<file path="src/design/asp_pkg.sv">
// Shared constants and types for the sample pipeline output block.
// Assumes a single 10 MHz system clock and an asynchronous active-low reset.
package asp_pkg;

  // ==========================================================================
  // Data layout
  localparam int COARSE_W = 5;
  localparam int FINE_W = 6;
  localparam int WORD_W = 10;
  // FIFO entry: {positive overdrive, negative overdrive, corrected word}.
  localparam int ENTRY_W = WORD_W + 2;
  localparam int ENTRY_POS_BIT = WORD_W + 1;
  localparam int ENTRY_NEG_BIT = WORD_W;
  localparam logic [11:0] FINE_OFFSET = 12'h010;
  localparam logic [9:0] FULL_POS = 10'h1FF;
  localparam logic [9:0] FULL_NEG = 10'h200;
  localparam logic [9:0] WORD_RESET = 10'h000;

  // ==========================================================================
  // Pipeline and timing
  localparam int PIPE_DEPTH = 3;
  localparam int VALID_EDGE = 4;
  localparam int FIFO_DEPTH = 8;
  localparam int CLK_PERIOD_NS = 100;
  localparam int STOP_TIME_NS = 1000;
  localparam int STOP_CYC = (STOP_TIME_NS + CLK_PERIOD_NS - 1) / CLK_PERIOD_NS;
  localparam int RECOVER_TIME_NS = 3;
  localparam int RECOVER_CYC_RAW = RECOVER_TIME_NS / CLK_PERIOD_NS;
  localparam int RECOVER_CYC = (RECOVER_CYC_RAW < 1) ? 1 : RECOVER_CYC_RAW;

  // ==========================================================================
  // Strobe activity state
  typedef enum logic [0:0] {
    ST_STOPPED = 1'b0,
    ST_RUN = 1'b1
  } asp_run_t;

endpackage

</file>
<file path="src/design/asp_fifo.sv">
// Parameterised flip-flop FIFO with valid/ready on both sides and a flush.
// Assumes one clock domain; flush wins over push and pop in the same cycle.
`timescale 1ns/1ps
module asp_fifo #(
  parameter int W = 12,
  parameter int D = 8
) (
  // Clock and reset
  input wire logic i_clk,
  input wire logic i_rst_n,
  input wire logic i_flush,
  // Fill side
  input wire logic i_valid,
  output logic o_ready,
  input wire logic [W-1:0] i_data,
  // Drain side
  output logic o_valid,
  input wire logic i_ready,
  output logic [W-1:0] o_data,
  output logic [$clog2(D+1)-1:0] o_count
);

  localparam int AW = $clog2(D);
  localparam int CW = $clog2(D+1);

  logic [W-1:0] mem_reg [D];
  logic [AW-1:0] wr_reg;
  logic [AW-1:0] rd_reg;
  logic [CW-1:0] cnt_reg;
  wire push = i_valid && o_ready;
  wire pop = o_valid && i_ready;

  assign o_ready = (cnt_reg != CW'(D));
  assign o_valid = (cnt_reg != '0);
  assign o_data = mem_reg[rd_reg];
  assign o_count = cnt_reg;

  function automatic logic [AW-1:0] bump(input logic [AW-1:0] p);
    bump = (p == AW'(D - 1)) ? '0 : p + 1'b1;
  endfunction

  always_ff @(posedge i_clk or negedge i_rst_n) begin
    if (!i_rst_n) begin
      wr_reg <= '0;
      rd_reg <= '0;
      cnt_reg <= '0;
    end else if (i_flush) begin
      wr_reg <= '0;
      rd_reg <= '0;
      cnt_reg <= '0;
    end else begin
      if (push) begin
        wr_reg <= bump(wr_reg);
      end
      if (pop) begin
        rd_reg <= bump(rd_reg);
      end
      cnt_reg <= cnt_reg + CW'(push) - CW'(pop);
    end
  end

  // Storage has no reset; entries are only read after being written.
  always_ff @(posedge i_clk) begin
    if (push && !i_flush) begin
      mem_reg[wr_reg] <= i_data;
    end
  end

endmodule

</file>
<file path="src/design/asp_corr.sv">
// Overlap correction of coarse and fine estimates into a two's-complement word.
// Purely combinational; the caller holds its inputs for the whole conversion.
`timescale 1ns/1ps
module asp_corr (
  // Raw estimates
  input wire logic [asp_pkg::COARSE_W-1:0] i_coarse,
  input wire logic [asp_pkg::FINE_W-1:0] i_fine,
  // Out-of-range comparators
  input wire logic i_over_pos,
  input wire logic i_over_neg,
  // Result
  output logic [asp_pkg::WORD_W-1:0] o_word,
  output logic o_over
);

  // The fine stage spans 64 codes over a 32-code coarse step, so a coarse
  // error of up to half a step either way is absorbed here.
  wire logic signed [11:0] sum = $signed({2'b00, i_coarse, 5'h00}) +
                                 $signed({6'h00, i_fine}) -
                                 $signed(asp_pkg::FINE_OFFSET);
  wire logic [9:0] unsigned_word = (sum < 0) ? 10'h000 :
                                   (sum > 12'sh3FF) ? 10'h3FF : sum[9:0];
  // Offset binary to two's complement: flip the most significant bit.
  wire logic [9:0] twos_word = {~unsigned_word[9], unsigned_word[8:0]};

  assign o_word = i_over_pos ? asp_pkg::FULL_POS :
                  i_over_neg ? asp_pkg::FULL_NEG : twos_word;
  assign o_over = i_over_pos || i_over_neg;

endmodule

</file>
<file path="src/design/asp_top.sv">
// Digital side of a ten-bit sampling converter: strobe-driven capture,
// overlap correction, a three-edge output pipeline, saturation and the
// range overflow flag.
// Assumes the strobe and the raw estimate pins are asynchronous to i_clk
// and that strobe edges are at least four i_clk cycles apart.
`timescale 1ns/1ps
module asp_top #(
  parameter bit HAS_RANGE_FLAG = 1'b1,
  parameter int STOP_CYC_P = asp_pkg::STOP_CYC,
  parameter int FIFO_D = asp_pkg::FIFO_DEPTH
) (
  // Clock and reset
  input wire logic i_clk,
  input wire logic i_rst_n,
  // Conversion strobe and raw estimates from the analog front end
  input wire logic i_conv_strobe,
  input wire logic [asp_pkg::COARSE_W-1:0] i_coarse,
  input wire logic [asp_pkg::FINE_W-1:0] i_fine,
  input wire logic i_over_pos,
  input wire logic i_over_neg,
  // Output port toward capture logic
  output logic [asp_pkg::WORD_W-1:0] o_sample_word,
  output logic o_range_over,
  output logic o_word_valid,
  output logic o_sample_lost
);

  // ==========================================================================
  // Input synchronisers
  localparam int RAW_W = asp_pkg::COARSE_W + asp_pkg::FINE_W + 3;
  logic [RAW_W-1:0] sync1_reg;
  logic [RAW_W-1:0] sync2_reg;
  logic strobe_prev_reg;

  always_ff @(posedge i_clk or negedge i_rst_n) begin
    if (!i_rst_n) begin
      sync1_reg <= '0;
      sync2_reg <= '0;
      strobe_prev_reg <= 1'b0;
    end else begin
      sync1_reg <= {i_conv_strobe, i_over_pos, i_over_neg, i_coarse, i_fine};
      sync2_reg <= sync1_reg;
      strobe_prev_reg <= sync2_reg[RAW_W-1];
    end
  end

  wire logic strobe_s = sync2_reg[RAW_W-1];
  wire logic pos_s = sync2_reg[RAW_W-2];
  wire logic neg_s = sync2_reg[RAW_W-3];
  wire logic [asp_pkg::COARSE_W-1:0] coarse_s = sync2_reg[RAW_W-4 -: asp_pkg::COARSE_W];
  wire logic [asp_pkg::FINE_W-1:0] fine_s = sync2_reg[asp_pkg::FINE_W-1:0];
  // Only the rising edge matters, so the high-pulse width has no effect.
  wire logic strobe_edge = strobe_s && !strobe_prev_reg;

  // ==========================================================================
  // Strobe activity tracking
  asp_pkg::asp_run_t run_reg;
  asp_pkg::asp_run_t run_next;
  logic [15:0] idle_reg;
  logic [2:0] edge_cnt_reg;

  wire logic idle_done = (idle_reg >= 16'(STOP_CYC_P));
  wire logic restart_edge = strobe_edge && (run_reg == asp_pkg::ST_STOPPED);

  always_comb begin
    run_next = run_reg;
    case (run_reg)
      asp_pkg::ST_STOPPED: begin
        if (strobe_edge) begin
          run_next = asp_pkg::ST_RUN;
        end
      end
      asp_pkg::ST_RUN: begin
        if (idle_done) begin
          run_next = asp_pkg::ST_STOPPED;
        end
      end
      default: begin
        run_next = asp_pkg::ST_STOPPED;
      end
    endcase
  end

  always_ff @(posedge i_clk or negedge i_rst_n) begin
    if (!i_rst_n) begin
      run_reg <= asp_pkg::ST_STOPPED;
      idle_reg <= '0;
      edge_cnt_reg <= '0;
    end else begin
      run_reg <= run_next;
      if (strobe_edge) begin
        idle_reg <= '0;
      end else if (!idle_done) begin
        idle_reg <= idle_reg + 16'h0001;
      end
      if (restart_edge) begin
        edge_cnt_reg <= 3'h1;
      end else if (strobe_edge && edge_cnt_reg != 3'h7) begin
        edge_cnt_reg <= edge_cnt_reg + 3'h1;
      end
    end
  end

  // ==========================================================================
  // Sample hold and correction
  logic [asp_pkg::COARSE_W-1:0] hold_coarse_reg;
  logic [asp_pkg::FINE_W-1:0] hold_fine_reg;
  logic hold_pos_reg;
  logic hold_neg_reg;
  logic hold_new_reg;
  logic [asp_pkg::WORD_W-1:0] corr_word;
  logic corr_over;

  // The held estimates stay fixed until the next edge, so the correction
  // sees one consistent sample for the whole conversion.
  always_ff @(posedge i_clk or negedge i_rst_n) begin
    if (!i_rst_n) begin
      hold_coarse_reg <= '0;
      hold_fine_reg <= '0;
      hold_pos_reg <= 1'b0;
      hold_neg_reg <= 1'b0;
      hold_new_reg <= 1'b0;
    end else begin
      hold_new_reg <= strobe_edge;
      if (strobe_edge) begin
        hold_coarse_reg <= coarse_s;
        hold_fine_reg <= fine_s;
        hold_pos_reg <= pos_s;
        hold_neg_reg <= neg_s;
      end
    end
  end

  asp_corr u_corr (
    .i_coarse(hold_coarse_reg),
    .i_fine(hold_fine_reg),
    .i_over_pos(hold_pos_reg),
    .i_over_neg(hold_neg_reg),
    .o_word(corr_word),
    .o_over(corr_over)
  );

  // ==========================================================================
  // Pipeline FIFO
  localparam int CW = $clog2(FIFO_D + 1);
  logic fifo_in_ready;
  logic fifo_out_valid;
  logic [asp_pkg::ENTRY_W-1:0] fifo_out;
  logic [CW-1:0] fifo_count;

  // A sample pushed on edge N is the oldest of three entries at edge N+3.
  wire logic pop = strobe_edge && !restart_edge &&
                   (fifo_count >= CW'(asp_pkg::PIPE_DEPTH));
  wire logic push_lost = hold_new_reg && !fifo_in_ready;

  asp_fifo #(
    .W(asp_pkg::ENTRY_W),
    .D(FIFO_D)
  ) u_fifo (
    .i_clk(i_clk),
    .i_rst_n(i_rst_n),
    .i_flush(restart_edge),
    .i_valid(hold_new_reg),
    .o_ready(fifo_in_ready),
    .i_data({hold_pos_reg, hold_neg_reg, corr_word}),
    .o_valid(fifo_out_valid),
    .i_ready(pop),
    .o_data(fifo_out),
    .o_count(fifo_count)
  );

  // ==========================================================================
  // Output latch
  wire logic entry_over = fifo_out[asp_pkg::ENTRY_POS_BIT] || fifo_out[asp_pkg::ENTRY_NEG_BIT];

  // Word and flag change together on the release edge, so a capture stage
  // on the following edge always sees a matched pair.
  always_ff @(posedge i_clk or negedge i_rst_n) begin
    if (!i_rst_n) begin
      o_sample_word <= asp_pkg::WORD_RESET;
      o_range_over <= 1'b0;
      o_word_valid <= 1'b0;
      o_sample_lost <= 1'b0;
    end else begin
      if (restart_edge) begin
        o_word_valid <= 1'b0;
      end else if (pop && fifo_out_valid) begin
        o_sample_word <= fifo_out[asp_pkg::WORD_W-1:0];
        o_range_over <= HAS_RANGE_FLAG && entry_over;
        o_word_valid <= 1'b1;
      end
      if (push_lost) begin
        o_sample_lost <= 1'b1;
      end else if (restart_edge) begin
        o_sample_lost <= 1'b0;
      end
    end
  end

  // ==========================================================================
  // Assertions
  property p_word_on_edge;
    @(posedge i_clk) disable iff (!i_rst_n)
      $changed(o_sample_word) |-> $past(strobe_edge);
  endproperty
  a_word_on_edge: assert property (p_word_on_edge)
    else $error("Output word changed without a strobe edge.");

  property p_latency;
    @(posedge i_clk) disable iff (!i_rst_n)
      (strobe_edge && run_reg == asp_pkg::ST_RUN && fifo_count == CW'(3)) |=>
        (o_word_valid && o_sample_word == $past(fifo_out[asp_pkg::WORD_W-1:0]));
  endproperty
  a_latency: assert property (p_latency)
    else $error("Released word is not the oldest pipelined sample.");

  property p_hold;
    @(posedge i_clk) disable iff (!i_rst_n)
      strobe_edge |=> (hold_coarse_reg == $past(coarse_s) && hold_fine_reg == $past(fine_s));
  endproperty
  a_hold: assert property (p_hold)
    else $error("Sample not captured on the strobe edge.");

  property p_sat_pos;
    @(posedge i_clk) disable iff (!i_rst_n)
      hold_pos_reg |-> (corr_word == asp_pkg::FULL_POS && corr_over);
  endproperty
  a_sat_pos: assert property (p_sat_pos)
    else $error("Positive overdrive did not saturate.");

  property p_sat_neg;
    @(posedge i_clk) disable iff (!i_rst_n)
      (hold_neg_reg && !hold_pos_reg) |-> (corr_word == asp_pkg::FULL_NEG && corr_over);
  endproperty
  a_sat_neg: assert property (p_sat_neg)
    else $error("Negative overdrive did not saturate.");

  property p_recover;
    @(posedge i_clk) disable iff (!i_rst_n)
      (hold_new_reg && !hold_pos_reg && !hold_neg_reg) |-> !corr_over;
  endproperty
  a_recover: assert property (p_recover)
    else $error("Conversion did not leave saturation on an in-range sample.");

  property p_midscale;
    @(posedge i_clk) disable iff (!i_rst_n)
      (!corr_over && hold_coarse_reg == 5'h10 && hold_fine_reg == 6'h10) |->
        corr_word == 10'h000;
  endproperty
  a_midscale: assert property (p_midscale)
    else $error("Midscale sample did not correct to zero.");

  property p_flag_out;
    @(posedge i_clk) disable iff (!i_rst_n)
      (pop && fifo_out_valid && entry_over) |=> (o_range_over == HAS_RANGE_FLAG);
  endproperty
  a_flag_out: assert property (p_flag_out)
    else $error("Range flag does not follow the released sample.");

  property p_no_flag_pin;
    @(posedge i_clk) disable iff (!i_rst_n)
      !HAS_RANGE_FLAG |-> !o_range_over;
  endproperty
  a_no_flag_pin: assert property (p_no_flag_pin)
    else $error("Range flag driven in the variant without it.");

  property p_first_valid;
    @(posedge i_clk) disable iff (!i_rst_n)
      $rose(o_word_valid) |-> edge_cnt_reg == 3'(asp_pkg::VALID_EDGE);
  endproperty
  a_first_valid: assert property (p_first_valid)
    else $error("First valid word not on the fourth edge after restart.");

  property p_flush;
    @(posedge i_clk) disable iff (!i_rst_n)
      restart_edge |=> (fifo_count == '0 && !o_word_valid);
  endproperty
  a_flush: assert property (p_flush)
    else $error("Pipeline not flushed on restart.");

  c_restart: cover property (@(posedge i_clk) disable iff (!i_rst_n) restart_edge);
  c_first_word: cover property (@(posedge i_clk) disable iff (!i_rst_n) $rose(o_word_valid));
  c_overrange: cover property (@(posedge i_clk) disable iff (!i_rst_n) $rose(o_range_over));
  c_stop: cover property (@(posedge i_clk) disable iff (!i_rst_n)
    o_word_valid ##1 run_reg == asp_pkg::ST_STOPPED);

endmodule

</file>
<file path="config.mk">
export PLATFORM = sky130hd
export DESIGN_NAME = asp_top
export DESIGN_NICKNAME = d
export VERILOG_FILES = /design/src/design/asp_pkg.sv /design/src/design/asp_fifo.sv /design/src/design/asp_corr.sv /design/src/design/asp_top.sv
export SDC_FILE = /design/constraint.sdc
export NUM_CORES = 1
export LEC_CHECK = 0
export BUFFER_PORTS_ARGS = -buffer_cell sky130_fd_sc_hd__buf_2
export CAP_MARGIN = 20
export CELL_PAD_IN_SITES_DETAIL_PLACEMENT = 1
export CELL_PAD_IN_SITES_GLOBAL_PLACEMENT = 1
export CORE_ASPECT_RATIO = 1.25
export CORE_MARGIN = 5
export CORE_UTILIZATION = 40
export CTS_BUF_LIST = sky130_fd_sc_hd__clkbuf_2
export CTS_CLUSTER_SIZE = 24
export DETAILED_ROUTE_END_ITERATION = 6
export PLACE_DENSITY_LB_ADDON = 0.12
export SETUP_SLACK_MARGIN = 0.4
export SYNTH_ARGS = -nofsm -noshare
export SYNTH_HDL_FRONTEND = slang
export SYNTH_HIERARCHICAL = 1
export SYNTH_SLANG_ARGS = --single-unit
</file>
<file path="constraint.sdc">
create_clock -name i_clk -period 2.9 [get_ports i_clk]
set_input_delay 0 -clock i_clk [delete_from_list [all_inputs] [get_ports i_clk]]
set_output_delay 0 -clock i_clk [all_outputs]
set_load 0.005 [all_outputs]
</file>
# Yosys cells after proc, flatten, opt, wreduce, memory -nomap -nowiden
# Memories as Yosys holds them, arrays and structs flattened.
# Index checks and enable logic that the tools add are counted.
[totals] reg_bits=83 ramBits=96 in_bits=16 output_inout_bits=13 elab_cells=75 mem_count=1
[memory_table] memory="u_fifo.mem_reg" depth=8 word_bits=12 read_ports=1 rd_clocked_by_memory_dff=0 wr=1 line="asp_fifo.sv:26" text="logic [W-1:0] mem_reg [D];"
[op_classes] addsub=7 n_lt_le_gt_ge=4 n_eq_ne=4 muxes=22 n_bitwise=3 n_reduce_logical=17
[ops] op="$mux 10" n=4
[ops] op="$mux 16" n=2
[ops] op="$mux 3" n=6
[ops] op="$add 16x1->16 const B" n=1
[ops] op="$ge 16x4->1 const B" n=1
[ops] op="$gt 12x11->1 const B" n=1
[ops] op="$lt 12x1->1 const B" n=1
[ops] op="$sub 11x5->12 const B" n=1
[ops] op="$add 10x6->11" n=1
[ops] op="$logic_and 1x1->1" n=8
[ops] op="$mux 1" n=8
[ops] op="$add 3x1->3 const B" n=2
[ops] op="$eq 3x3->1 const B" n=2
[ops] op="$reduce_bool 2->1" n=3
[ops] op="$add 4x1->4" n=1
[ops] op="$ge 4x2->1 const B" n=1
[ops] op="$mux 4" n=1
[ops] op="$ne 4x4->1 const B" n=1
[ops] op="$reduce_bool 4->1" n=1
[ops] op="$sub 4x1->4" n=1
[ops] op="$logic_not 1->1" n=3
[ops] op="$not 1->1" n=3
[ops] op="$ne 2x2->1 const B" n=1
[ops] op="$pmux 1 s2" n=1
[ops] op="other kinds (2)" n=2

# Depth between registers and ports, before layout
[logic_depth] word_depth=9 depth_mapped=12 ltp_nobuf=11

# Hierarchy
# The synthesis kept the hierarchy.
[modules_own_cells] mod="asp_fifo" instances=1 cells_each=216 area_each_um2=4399.2 seq_area_each_um2=3133.0
[modules_own_cells] mod="asp_top" instances=1 cells_each=176 area_each_um2=2463.6 seq_area_each_um2=1826.8
[modules_own_cells] mod="asp_corr" instances=1 cells_each=65 area_each_um2=451.7 seq_area_each_um2=0.0

# Least setup slack after synthesis
# OpenSTA, ideal clock, no wires.
[synth_timing] kind="flip-flop to flip-flop" startpoint="register u_fifo.cnt_reg[2] (netlist: u_fifo/o_count[2])" endpoint="register u_fifo.cnt_reg[2] (netlist: u_fifo/o_count[2])" arrival_ns=2.292 setup_slack_ns=0.477 stages_incl_launch_ff=12 n_path_buf=1 path_cell_list="dfrtp_1 -> inv_1 -> ha_1 -> or3b_1 -> and2_1 -> clkbuf_1 -> ha_1 -> inv_1 -> ha_1 -> fa_1 -> xnor2_1 -> nor2_1"
[synth_rtl] element="start, declared" line="asp_fifo.sv:29" text="logic [CW-1:0] cnt_reg;"
[synth_rtl] element="start signal, assigned" line="asp_fifo.sv:58" text="cnt_reg <= cnt_reg + CW'(push) - CW'(pop);"
[synth_rtl] element="$reduce_bool 4->1" line="asp_fifo.sv:34" text="assign o_valid = (cnt_reg != '0);"
[synth_rtl] element="via fifo_out_valid" line="asp_top.sv:147" text="logic fifo_out_valid;"
[synth_rtl] element="$logic_and 1x1->1" line="asp_fifo.sv:31" text="wire pop = o_valid && i_ready;"
[synth_rtl] element="$sub 4x1->4" line="asp_fifo.sv:58"
[synth_rtl] element="$mux 4" line="asp_fifo.sv:47" text="end else if (i_flush) begin"
# The timed path passes the listed nets, and every way through them passes these cells.
# A chain may end at the register's enable or synchronous reset.

# Worst setup path after layout
# Same ends and word-level chain as after synthesis.

==> flow_metrics.tcl <==
set metrics [dict create \
    grt_pass1_vias 4303 \
    clock_path_buffers 2 \
    final_cell_area_sq_um 8530 \
    worstMarginPinSlew_ns 0.791 \
    die-area_sq_um 21100 \
    period_minus_slack_ns 2.39 \
    largest_register_ffs 96 \
    leakage_nw 3.47 \
    grt_util_all_layers 0.145 \
    setup_viol 0 \
    whs_ns 0.340 \
    start_kind "flip-flop" \
    cellPowerDensity_nw_per_um2 784 \
    slew_viol_final 0 \
    maxSlewHeadroom 0.472 \
    arrival_ns 3.04 \
    critPathKind "flip-flop to flip-flop" \
    firstDrtPassIters 4 \
    grt_max_degree 43 \
    nets 582 \
    synth_area_per_cell_sq_um 16.0 \
    clkLatencyLatePin_ns 0.73 \
    status "finished clean" \
    rows 55 \
    layout_common_cells "edfxtp_1 (96), dfrtp_1 (82), nand2_1 (48), dlygate4sd3_1 (30), buf_2 (27)" \
    cap_violations 0 \
    clk_pin_slew_ns 0.25 \
    ir_drop_mv 0.262 \
    grt_pass1_wl_um 23100 \
    syn_nets 494 \
    clkSinkCount 179 \
    die_height_um 161 \
    finalHoldViolCount 0 \
    rsz0062_at_grt "false" \
    area_growth_pct 16.7 \
    hp-class "input port to async pin" \
    cts_made_buffers 17 \
    portBuffers 28 \
    syn_area_sq_um 7310 \
    crit_path_end_kind "flip-flop" \
    post_dp_cell_area_sq_um 7790 \
    reg2reg_slack_ns 0.51 \
    wire_per_inst_um 18.0 \
    fill_cells 1784 \
    antenna_left 0 \
    gp_congestion 0.730 \
    drive_gt1_frac 0.260 \
    synthCells 456 \
    dp_hpwl_um 8770 \
    grt-ovfl-total 0 \
    finalClockSkew_ns 0.0382 \
    num_vias 3902 \
    period_share 0.825 \
    setup-tns-final_ns 0 \
    fmax_ghz 0.418 \
    cts_tree "built" \
    io_pins 29 \
    layout_commonest_cell "edfxtp_1" \
    cts_root_buf "clkbuf_2" \
    multi_input_area_sq_um 2230 \
    die_width_um 131 \
    grt_antenna_before_repair 1 \
    cp.required_ns 3.55 \
    drt_iter0_drc 185 \
    core_area_sq_um 18000 \
    postLayoutCoreUtil 0.473 \
    yosys_warnings 6 \
    seq_area_sq_um 4960 \
    routed_wl_um 14200 \
    post_drt_via_cell_ratio 4.96 \
    worstPathMaxFanout 4 \
    htree_levels 4 \
    initial_core_util 0.405 \
    drc 0 \
]
## routing by layer
layer,vias up,part of all wire,wire length (um),track usage
li1,1848,-,-,-
met1,1989,0.44,6160,0.184
met2,44,0.52,7390,0.243
met3,21,0.024,345,0.0311
met4,0,0.018,261,0.0538
met5,-,0,0,0
## worst max-delay path: stages, from the launching register on
cell and delay (ns):
dfrtp_1 0.45, inv_2 0.08, ha_1 0.14, or3b_4 0.38, and2_4 0.19, ha_1 0.27
inv_1 0.04, ha_2 0.17, fa_1 0.38, xnor2_1 0.16, nor2_1 0.05
## final timing paths
path / startpoint / end / cells past startpoint
min in group i_clk: sync1_reg[8] / sync2_reg[8] / 0
min reg2reg: sync1_reg[8] / sync2_reg[8] / 0
max reg2reg: u_fifo/o_count[2] / u_fifo/o_count[2] / 10
max: u_fifo/o_count[2] / u_fifo/o_count[2] / 10
min: i_rst_n / strobe_prev_reg / 4
max in group asynchronous: i_rst_n / sync1_reg[8] / 4
## stage by stage
step / cells / worst slack [ns] / total power, mW
floorplan: 456 / 0.477 / 4.71
global placement: 714 / 0.409 / 5.20
detailed placement: 714 / 0.295 / 5.28
CTS: 779 / 0.332 / 6.74
global route: 786 / 0.388 / 7.13
finish: 786 / 0.508 / 6.69
## layout make-up
class | instances | share of cell area
clock buffer | 20 | 0.0117
clock inverter | 12 | 0.0183
tap | 228 | 0.0334
timing repair buffer | 86 | 0.0818
multi-input combinational | 233 | 0.261
antenna | 1 | 0.000293
sequential | 179 | 0.582
inverter | 27 | 0.0119
## power by group
part	leakage [nW]	switching (mW)	internal, mW
Clock	0.149	0.847	0.496
Combinational	1.44	0.953	1.01
Sequential	1.88	0.239	3.14
Total	3.47	2.04	4.65
## timing repair
| action | in CTS | in global routing |
|---|---|---|
| setup endpoints to repair | 82 | 83 |
| setup buffers | 2 | 5 |
| hold buffers | 31 | 0 |
| gates cloned | 0 | 1 |
| pin swaps | 1 | 3 |
| endpoints found under the hold margin | 97 | 0 |
| gates resized for setup | 8 | 18 |
Note: power is estimated with default switching activity, not from simulation.
